File: src/shared/capcomp_defines.svh
// Register offsets, field positions, reset values and mode codes of the capture/compare unit.
`ifndef CAPCOMP_DEFINES_SVH
`define CAPCOMP_DEFINES_SVH

`define CC_OFS_CONTROL 32'h0000_0000
`define CC_OFS_HOLD_LOW 32'h0000_0004
`define CC_OFS_HOLD_HIGH 32'h0000_0008
`define CC_OFS_FLAG 32'h0000_000C
`define CC_OFS_ENABLE 32'h0000_0010
`define CC_OFS_PORT 32'h0000_0014

`define CC_MODE_LSB 0
`define CC_MODE_MSB 3
`define CC_FLAG_BIT 0
`define CC_ENABLE_BIT 0
`define CC_PORT_LATCH_BIT 0
`define CC_PORT_DIR_BIT 1
`define CC_PORT_LEVEL_BIT 2
`define CC_PORT_CMPLATCH_BIT 3

`define CC_RST_MODE 4'h0
`define CC_RST_HOLD 16'h0000
`define CC_RST_DIR 1'b1
`define CC_RST_LATCH 1'b0

`define CC_MODE_OFF 4'h0
`define CC_MODE_TOGGLE 4'h2
`define CC_MODE_CAP_FALL 4'h4
`define CC_MODE_CAP_RISE 4'h5
`define CC_MODE_CAP_4TH 4'h6
`define CC_MODE_CAP_16TH 4'h7
`define CC_MODE_SET 4'h8
`define CC_MODE_CLEAR 4'h9
`define CC_MODE_SWINT 4'hA
`define CC_MODE_TRIGGER 4'hB

`define CC_PRESCALE_4TH_MASK 4'h3
`define CC_PRESCALE_16TH_MASK 4'hF

`define CC_HSIZE_WORD 3'h2

`endif

File: src/shared/capcomp_pkg.sv
// Types shared by the capture/compare unit files.
package capcomp_pkg;
	typedef logic [3:0] mode_t;
	typedef logic [15:0] hold_t;
	typedef enum logic [2:0] {
		EDGE_FALL,
		EDGE_RISE,
		EDGE_RISE_4TH,
		EDGE_RISE_16TH
	} edge_sel_e;
endpackage : capcomp_pkg

File: src/hdl/capcomp_unit.sv
// Capture/compare unit beside a 16-bit timer, with its AHB-Lite register file.
`timescale 1ns/1ns
`default_nettype none
`include "capcomp_defines.svh"
module capcomp_unit (
	// Clock and reset
	input wire logic ref_clk,
	input wire logic reset,
	// AHB-Lite
	input wire logic hsel,
	input wire logic [31:0] haddr,
	input wire logic [1:0] htrans,
	input wire logic hwrite,
	input wire logic [2:0] hsize,
	input wire logic hready,
	input wire logic [31:0] hwdata,
	output logic hreadyout,
	output logic hresp,
	output logic [31:0] hrdata,
	// Timer
	input wire logic [15:0] timerValue,
	output logic timerClearReq,
	// Converter
	input wire logic convEnable,
	output logic convStart,
	// Pin
	input wire logic pinIn,
	output logic pinOut,
	output logic pinOe,
	// Interrupt request level
	output logic irqRequest
);
	logic [31:0] rdAddr;
	logic [31:0] rdValue;
	logic wrEn;
	logic [31:0] wrAddr;
	logic [31:0] wrData;

	capcomp_pkg::mode_t mode_r;
	capcomp_pkg::hold_t hold_r;
	logic irqFlag_r;
	logic irqEnable_r;
	logic portLatch_r;
	logic pinDir_r;
	logic compareLatch_r;
	logic matchPrev_r;
	logic convStart_r;

	logic captureOn;
	logic compareOn;
	logic drivesPin;
	capcomp_pkg::edge_sel_e edgeSel;
	logic sampleLevel;
	logic captureEvent;
	logic match;
	logic matchEvent;
	logic wrControl;
	logic wrFlag;

	capcomp_ahb_slave u_slave (
		.refClk(ref_clk),
		.reset(reset),
		.hsel(hsel),
		.haddr(haddr),
		.htrans(htrans),
		.hwrite(hwrite),
		.hsize(hsize),
		.hready(hready),
		.hwdata(hwdata),
		.hreadyout(hreadyout),
		.hresp(hresp),
		.hrdata(hrdata),
		.rdAddr(rdAddr),
		.rdValue(rdValue),
		.wrEn(wrEn),
		.wrAddr(wrAddr),
		.wrData(wrData)
	);

	// Mode decode. Codes with no meaning leave the unit idle, so a stray write parks it
	// with the prescaler cleared and the pin handed back to the port latch.
	always_comb begin
		captureOn = 1'b0;
		compareOn = 1'b0;
		drivesPin = 1'b0;
		edgeSel = capcomp_pkg::EDGE_FALL;
		case (mode_r)
			`CC_MODE_CAP_FALL: begin
				captureOn = 1'b1;
				edgeSel = capcomp_pkg::EDGE_FALL;
			end
			`CC_MODE_CAP_RISE: begin
				captureOn = 1'b1;
				edgeSel = capcomp_pkg::EDGE_RISE;
			end
			`CC_MODE_CAP_4TH: begin
				captureOn = 1'b1;
				edgeSel = capcomp_pkg::EDGE_RISE_4TH;
			end
			`CC_MODE_CAP_16TH: begin
				captureOn = 1'b1;
				edgeSel = capcomp_pkg::EDGE_RISE_16TH;
			end
			`CC_MODE_TOGGLE, `CC_MODE_SET, `CC_MODE_CLEAR: begin
				compareOn = 1'b1;
				drivesPin = 1'b1;
			end
			`CC_MODE_SWINT, `CC_MODE_TRIGGER: begin
				compareOn = 1'b1;
				drivesPin = 1'b0;
			end
			default: begin
				captureOn = 1'b0;
			end
		endcase
	end

	// Pin: direction bit high means input; the unit owns the data only in driving modes.
	// A control write of zero hands the pin straight back to the port latch.
	assign pinOe = ~pinDir_r;
	assign pinOut = drivesPin ? compareLatch_r : portLatch_r;

	// An output pin is watched through its own latch, so a port write is an edge.
	assign sampleLevel = pinDir_r ? pinIn : pinOut;

	capcomp_edge_prescaler u_prescaler (
		.refClk(ref_clk),
		.reset(reset),
		.captureOn(captureOn),
		.edgeSel(edgeSel),
		.sampleLevel(sampleLevel),
		.captureEvent(captureEvent)
	);

	// A match counts once when it appears, so a slow timer holding the value fires once.
	assign match = compareOn && (hold_r == timerValue);
	assign matchEvent = match && !matchPrev_r;

	// Dropping the match before the next timer tick cancels the pending clear.
	// The request is a level, not a pulse: the timer clears on its own next tick.
	assign timerClearReq = match && (mode_r == `CC_MODE_TRIGGER);
	assign convStart = convStart_r;
	assign irqRequest = irqFlag_r && irqEnable_r;

	assign wrControl = wrEn && (wrAddr == `CC_OFS_CONTROL);
	assign wrFlag = wrEn && (wrAddr == `CC_OFS_FLAG);

	// Remembers the previous cycle's match, so a match held over many cycles is one event.
	// A mode change carries the old mode's match over, so a switch between compare modes mid-match is quiet.
	always_ff @(posedge ref_clk or posedge reset) begin
		if (reset) begin
			matchPrev_r <= 1'b0;
		end else begin
			matchPrev_r <= match;
		end
	end

	// The start pulse is registered: the converter sees a clean one-cycle strobe, one
	// cycle after the trigger, and only for a match that is new in this mode.
	always_ff @(posedge ref_clk or posedge reset) begin
		if (reset) begin
			convStart_r <= 1'b0;
		end else begin
			convStart_r <= matchEvent && (mode_r == `CC_MODE_TRIGGER) && convEnable;
		end
	end

	// A mode change is taken as written; no capture is suppressed around it.
	// Software should mask the interrupt and clear the flag after changing the mode.
	always_ff @(posedge ref_clk or posedge reset) begin
		if (reset) begin
			mode_r <= `CC_RST_MODE;
		end else if (wrControl) begin
			mode_r <= wrData[`CC_MODE_MSB:`CC_MODE_LSB];
		end
	end

	// Capture beats a software write to the hold pair in the same cycle.
	// The halves are written one at a time, so a compare value should be loaded with the
	// unit off; a half-written pair may match early and raise the flag.
	always_ff @(posedge ref_clk or posedge reset) begin
		if (reset) begin
			hold_r <= `CC_RST_HOLD;
		end else if (captureEvent) begin
			hold_r <= timerValue;
		end else if (wrEn && (wrAddr == `CC_OFS_HOLD_LOW)) begin
			hold_r[7:0] <= wrData[7:0];
		end else if (wrEn && (wrAddr == `CC_OFS_HOLD_HIGH)) begin
			hold_r[15:8] <= wrData[7:0];
		end
	end

	// Hardware only sets the flag; a set in the clearing cycle wins.
	always_ff @(posedge ref_clk or posedge reset) begin
		if (reset) begin
			irqFlag_r <= 1'b0;
		end else if (captureEvent || matchEvent) begin
			irqFlag_r <= 1'b1;
		end else if (wrFlag) begin
			irqFlag_r <= wrData[`CC_FLAG_BIT];
		end
	end

	// The enable only masks the request level; the flag goes on recording events.
	always_ff @(posedge ref_clk or posedge reset) begin
		if (reset) begin
			irqEnable_r <= 1'b0;
		end else if (wrEn && (wrAddr == `CC_OFS_ENABLE)) begin
			irqEnable_r <= wrData[`CC_ENABLE_BIT];
		end
	end

	// Port register. Direction resets to input so the pin is not driven before software
	// has chosen; on an output pin a write to the latch is itself a capture edge.
	always_ff @(posedge ref_clk or posedge reset) begin
		if (reset) begin
			portLatch_r <= `CC_RST_LATCH;
			pinDir_r <= `CC_RST_DIR;
		end else if (wrEn && (wrAddr == `CC_OFS_PORT)) begin
			portLatch_r <= wrData[`CC_PORT_LATCH_BIT];
			pinDir_r <= wrData[`CC_PORT_DIR_BIT];
		end
	end

	// Compare output latch, apart from the port latch. A control write presets it.
	// Clear-on-match mode presets it high so that the match has a visible effect.
	always_ff @(posedge ref_clk or posedge reset) begin
		if (reset) begin
			compareLatch_r <= 1'b0;
		end else if (wrControl) begin
			compareLatch_r <= (wrData[`CC_MODE_MSB:`CC_MODE_LSB] == `CC_MODE_CLEAR);
		end else if (matchEvent) begin
			case (mode_r)
				`CC_MODE_TOGGLE: begin
					compareLatch_r <= ~compareLatch_r;
				end
				`CC_MODE_SET: begin
					compareLatch_r <= 1'b1;
				end
				`CC_MODE_CLEAR: begin
					compareLatch_r <= 1'b0;
				end
				default: begin
					compareLatch_r <= compareLatch_r;
				end
			endcase
		end
	end

	// Read multiplexer; unmapped addresses read as zero.
	// The pair is read one half at a time, so a capture between the two reads can mix two
	// events; software should read with the unit off or check the flag around the reads.
	always_comb begin
		rdValue = 32'h0000_0000;
		case (rdAddr)
			`CC_OFS_CONTROL: begin
				rdValue[`CC_MODE_MSB:`CC_MODE_LSB] = mode_r;
			end
			`CC_OFS_HOLD_LOW: begin
				rdValue[7:0] = hold_r[7:0];
			end
			`CC_OFS_HOLD_HIGH: begin
				rdValue[7:0] = hold_r[15:8];
			end
			`CC_OFS_FLAG: begin
				rdValue[`CC_FLAG_BIT] = irqFlag_r;
			end
			`CC_OFS_ENABLE: begin
				rdValue[`CC_ENABLE_BIT] = irqEnable_r;
			end
			`CC_OFS_PORT: begin
				rdValue[`CC_PORT_LATCH_BIT] = portLatch_r;
				rdValue[`CC_PORT_DIR_BIT] = pinDir_r;
				rdValue[`CC_PORT_LEVEL_BIT] = sampleLevel;
				rdValue[`CC_PORT_CMPLATCH_BIT] = compareLatch_r;
			end
			default: begin
				rdValue = 32'h0000_0000;
			end
		endcase
	end
endmodule : capcomp_unit
`default_nettype wire

File: src/hdl/capcomp_edge_prescaler.sv
// Pin edge detector and capture prescaler.
`timescale 1ns/1ns
`default_nettype none
`include "capcomp_defines.svh"
module capcomp_edge_prescaler (
	// Clock and reset
	input wire logic refClk,
	input wire logic reset,
	// Control
	input wire logic captureOn,
	input wire capcomp_pkg::edge_sel_e edgeSel,
	input wire logic sampleLevel,
	// Result
	output logic captureEvent
);
	logic prevLevel_r;
	logic [3:0] count_r;
	logic rise;
	logic fall;

	assign rise = sampleLevel & ~prevLevel_r;
	assign fall = ~sampleLevel & prevLevel_r;

	always_ff @(posedge refClk or posedge reset) begin
		if (reset) begin
			prevLevel_r <= 1'b0;
		end else begin
			prevLevel_r <= sampleLevel;
		end
	end

	// The count survives a change between prescale settings, so a switch can fire early.
	always_ff @(posedge refClk or posedge reset) begin
		if (reset) begin
			count_r <= 4'h0;
		end else if (!captureOn) begin
			count_r <= 4'h0;
		end else if (rise) begin
			count_r <= count_r + 4'h1;
		end
	end

	always_comb begin
		captureEvent = 1'b0;
		if (captureOn) begin
			case (edgeSel)
				capcomp_pkg::EDGE_FALL: begin
					captureEvent = fall;
				end
				capcomp_pkg::EDGE_RISE: begin
					captureEvent = rise;
				end
				capcomp_pkg::EDGE_RISE_4TH: begin
					captureEvent = rise && ((count_r & `CC_PRESCALE_4TH_MASK)
						== `CC_PRESCALE_4TH_MASK);
				end
				capcomp_pkg::EDGE_RISE_16TH: begin
					captureEvent = rise && (count_r == `CC_PRESCALE_16TH_MASK);
				end
				default: begin
					captureEvent = 1'b0;
				end
			endcase
		end
	end
endmodule : capcomp_edge_prescaler
`default_nettype wire

File: src/hdl/capcomp_ahb_slave.sv
// AHB-Lite slave front end: zero-wait single word transfers.
`timescale 1ns/1ns
`default_nettype none
`include "capcomp_defines.svh"
module capcomp_ahb_slave (
	// Clock and reset
	input wire logic refClk,
	input wire logic reset,
	// AHB-Lite
	input wire logic hsel,
	input wire logic [31:0] haddr,
	input wire logic [1:0] htrans,
	input wire logic hwrite,
	input wire logic [2:0] hsize,
	input wire logic hready,
	input wire logic [31:0] hwdata,
	output logic hreadyout,
	output logic hresp,
	output logic [31:0] hrdata,
	// Register file side
	output logic [31:0] rdAddr,
	input wire logic [31:0] rdValue,
	output logic wrEn,
	output logic [31:0] wrAddr,
	output logic [31:0] wrData
);
	logic accept;
	logic wrPending_r;
	logic [31:0] wrAddr_r;
	logic [31:0] hrdata_r;

	// Only whole-word transfers are acted on; other sizes complete but do nothing.
	assign accept = hsel && htrans[1] && hready && (hsize == `CC_HSIZE_WORD);
	assign hreadyout = 1'b1;
	assign hresp = 1'b0;
	assign rdAddr = haddr;
	assign hrdata = hrdata_r;
	assign wrEn = wrPending_r;
	assign wrAddr = wrAddr_r;
	assign wrData = hwdata;

	always_ff @(posedge refClk or posedge reset) begin
		if (reset) begin
			wrPending_r <= 1'b0;
			wrAddr_r <= 32'h0000_0000;
		end else begin
			wrPending_r <= accept && hwrite;
			if (accept && hwrite) begin
				wrAddr_r <= haddr;
			end
		end
	end

	// Read data is sampled at the address phase so it stands for the whole data phase.
	always_ff @(posedge refClk or posedge reset) begin
		if (reset) begin
			hrdata_r <= 32'h0000_0000;
		end else if (accept && !hwrite) begin
			hrdata_r <= rdValue;
		end
	end
endmodule : capcomp_ahb_slave
`default_nettype wire

File: config.mk
export PLATFORM = sky130hd
export DESIGN_NAME = capcomp_unit
export DESIGN_NICKNAME = d
export VERILOG_FILES = /design/src/shared/capcomp_pkg.sv /design/src/hdl/capcomp_unit.sv /design/src/hdl/capcomp_edge_prescaler.sv /design/src/hdl/capcomp_ahb_slave.sv
export VERILOG_INCLUDE_DIRS = /design/src /design/src/shared
export SDC_FILE = /design/constraint.sdc
export NUM_CORES = 1
export LEC_CHECK = 0
export ABC_AREA = 1
export BUFFER_PORTS_ARGS = -buffer_cell sky130_fd_sc_hd__buf_2
export CAP_MARGIN = 15
export CORE_ASPECT_RATIO = 0.8
export CORE_MARGIN = 2
export CORE_UTILIZATION = 50
export DETAILED_ROUTE_END_ITERATION = 12
export PLACE_DENSITY = 0.78
export SLEW_MARGIN = 20
export SYNTH_ARGS = -nofsm -noshare
export SYNTH_HDL_FRONTEND = slang
export SYNTH_SLANG_ARGS = --single-unit
File: constraint.sdc
create_clock -name ref_clk -period 5 [get_ports ref_clk]
set_input_delay 0.25 -clock ref_clk [delete_from_list [all_inputs] [get_ports ref_clk]]
set_output_delay 0.25 -clock ref_clk [all_outputs]
set_load 0.01 [all_outputs]
==> flow_summary.ini <==
[outcome]
status = completed

[clock_network]
path_clk_slew_ps = 80
cts_hold_buf = 0
htreeDepth = 3
cts-root-buf = clkbuf_8
post_cts_buffers = 0
cts_buffers = 9
cts.sinks = 73
insertion_delay_ps = 350
postCtsResizedCells = 0
clock_path_buffers = 2
cts_tree = built

[floorplan]
num_rows = 30
die_height_um = 87.05
die_w_um = 107.8
core_um2 = 8446
io_pins = 131
design.die.area_um2 = 9384
start_util = 0.5104

[layout]
multi_input_comb_area_um2 = 2054
drive_above_1_share = 0.1927
final_util = 0.5738
final_nets = 747
antenna_cells = 0
regArea_um2 = 1828
num-fill-cells = 789
area.growth.synth_to_final_pct = 12.42

[setup_path]
worstSetupEndpointType = output port
crit_fanout = 3
required_ps = 4750
crit_arrival_ps = 1760
crit_type = reg2out
reg2reg_depth = 9
ff2ff_setup_slack_ps = 3000
r2r-start = u_slave.wrAddr[22]
critPathLaunchType = flip-flop
worst_r2r_endpoint = hold_r[6]

[min_path]
holdCritStartpoint = hwdata[4]
whs_path_depth = 3
holdPathEnd = hold_r[4]
hold_class = in2reg

[logic_synthesis]
seq_area_frac_synth = 0.4241
syn_inst = 577
ys_seq_elements = 73
ys_warn_count = 0
syn_area_per_cell_um2 = 7.470
syn-cell-area_um2 = 4310
yosysUniqueCellTypes = 34
synth-main-ff-cell = dfrtp_1
async_reset_ff_frac = 1.000
synth-edff-count = 0

[power_and_ir_drop]
vdd.ir_drop.worst_mv = 0.1274
leakage_uw = 0.002563
power.density_nw_per_um2 = 259.9
total_power_uw = 1259

[timing]
setup_viol = 0
finClkSkew_ps = 12.42
clock.fmax_mhz = 497.8
worst_pin_slew_ps = 944.1
final.period_utilization = 0.4018
fin_tns_setup_ps = 0
drv_slew = 0
relSlewSlack = 0.3699
fin_crit_ps = 2009
grt_setup_unrepaired = no
hold_viol = 0

[route]
ant_nets = 0
dr_wl_met3_um = 720
post-route-drc-count = 0
routed_wl_um = 10120
wl_per_cell_um = 13.12
top_layer_used = met4
avgViaCountPerCell = 5.144
vias = 3966
dr_wl_met2_um = 4598
firstDrtPassIters = 5
routedLengthMet1_um = 4664
drt_iter0_drc = 334

[place]
place_congestion = 0.9140
post-dp-hpwl_um = 7434
port_buffers = 79

[grt]
antenna_found_initial = 0
grt_max_degree = 74
grt_pass1_wl_um = 17010
track_usage = 0.2291
grt_pass1_vias = 3663
grt_overflow_total = 0

[flow_run]
maxCapViolCount = 0
[worst max-delay path, cell delays in order (launching register included)]
cell	delay (ps)
dfrtp_1	410
xor2_1	190
nor3b_1	230
and3_1	190
nand3_1	110
nor2_1	130
buf_2	140
[Yosys cell counts (all sizes together) (6+ instances only)]
library cell  number  area [µm²]
nand3             97       500.5
nand4             18       131.4
nor2              69       269.0
o21ai             40       200.2
nor3              14       85.08
dfrtp             72        1802
xor2              12       105.1
inv               67       251.5
buf               30       234.0
a21oi              6       30.03
clkbuf             9       33.78
nand2            124       495.5
[where the power goes]
group	internal, µW	switching [µW]
sequential	634	30.8
combinational	73.2	123
clock	178	220
[worst max-delay path by stage]
stage,startpoint,to,slack (ps),cells after the start
4_1_cts,hold_r[12],timerClearReq,2980,6
6_report,hold_r[12],timerClearReq,2990,6
3_5_place_dp,u_slave.wrAddr[4],hold_r[15],3030,5
5_1_grt,u_slave.wrAddr[18],hold_r[12],2810,9
3_3_place_gp,u_slave.wrAddr[22],hold_r[15],3070,9
2_1_floorplan,reset,compareLatch_r,2900,1
[per-stage QoR]
stage | instances | area [µm²] | hold slack [ps] | setup WS (ps)
final | 771 | 4846 | 147.0 | 2991
after floorplan | 601 | 4400 | 371.0 | 2898
after CTS | 771 | 4846 | 129.0 | 2984
after detailed placement | 755 | 4688 | 445.0 | 3032
after global placement | 755 | 4688 | 440.9 | 3074
after global routing | 771 | 4846 | 159.4 | 2812
[cell families after synthesis]
group,synth area share
xor gates and xnor gates,0.02438
AOI/OAI and AO/OA,0.05689
and+or+nand+nor,0.3608
muxes,0.007837
adders and majority gates,0.002902
DFF,0.4241
buffers and inverters,0.1213
other,0.001742
[placed cells by master (no fill, tap or decap), types with 3 or more instances in the layout]
cell type / netlist / final
nand3_1: 94 / 93
nor2_1: 65 / 65
dfrtp_1: 72 / 72
nand2_1: 116 / 116
o21ai_0: 35 / 35
clkinv_2: 0 / 3
nand4_2: 3 / 3
mux2_1: 3 / 3
conb_1: 2 / 26
nor3_2: 3 / 3
o21ai_1: 5 / 5
inv_2: 6 / 7
nand3_2: 3 / 4
clkbuf_8: 0 / 9
nor2_2: 4 / 4
inv_1: 61 / 60
nand4_1: 15 / 15
nor3_1: 11 / 11
nand2_2: 6 / 6
buf_2: 1 / 79
clkbuf_1: 9 / 3
xor2_1: 12 / 12
a21oi_1: 6 / 6
[sequential cells by signal, summed over array words and instances (netlist names)]
signal and flops:
u_slave.wrAddr 32, hold_r 16, u_slave.hrdata 8, mode_r 4, u_prescaler.count_r 4, compareLatch_r 1
convStart 1, irqEnable_r 1, irqFlag_r 1, matchPrev_r 1, pinDir_r 1, portLatch_r 1
u_prescaler.prevLevel_r 1, u_slave.wrEn 1
[metal layers]
layer / up-vias / GRT usage
met4: 0 / 0.06527
met1: 1811 / 0.3239
met2: 161 / 0.3625
met3: 20 / 0.04263
li1: 1974 / -
met5: - / 0
[area by class of cell]
type                       instances  share of cell area
multi-input combinational        421              0.4240
clock buffer                      12             0.02789
inverter                          68             0.05267
tap                              112             0.02892
timing repair buffer              81             0.08469
clock inverter                     4            0.004648
sequential                        73              0.3772
(Power assumes the default switching activity.)
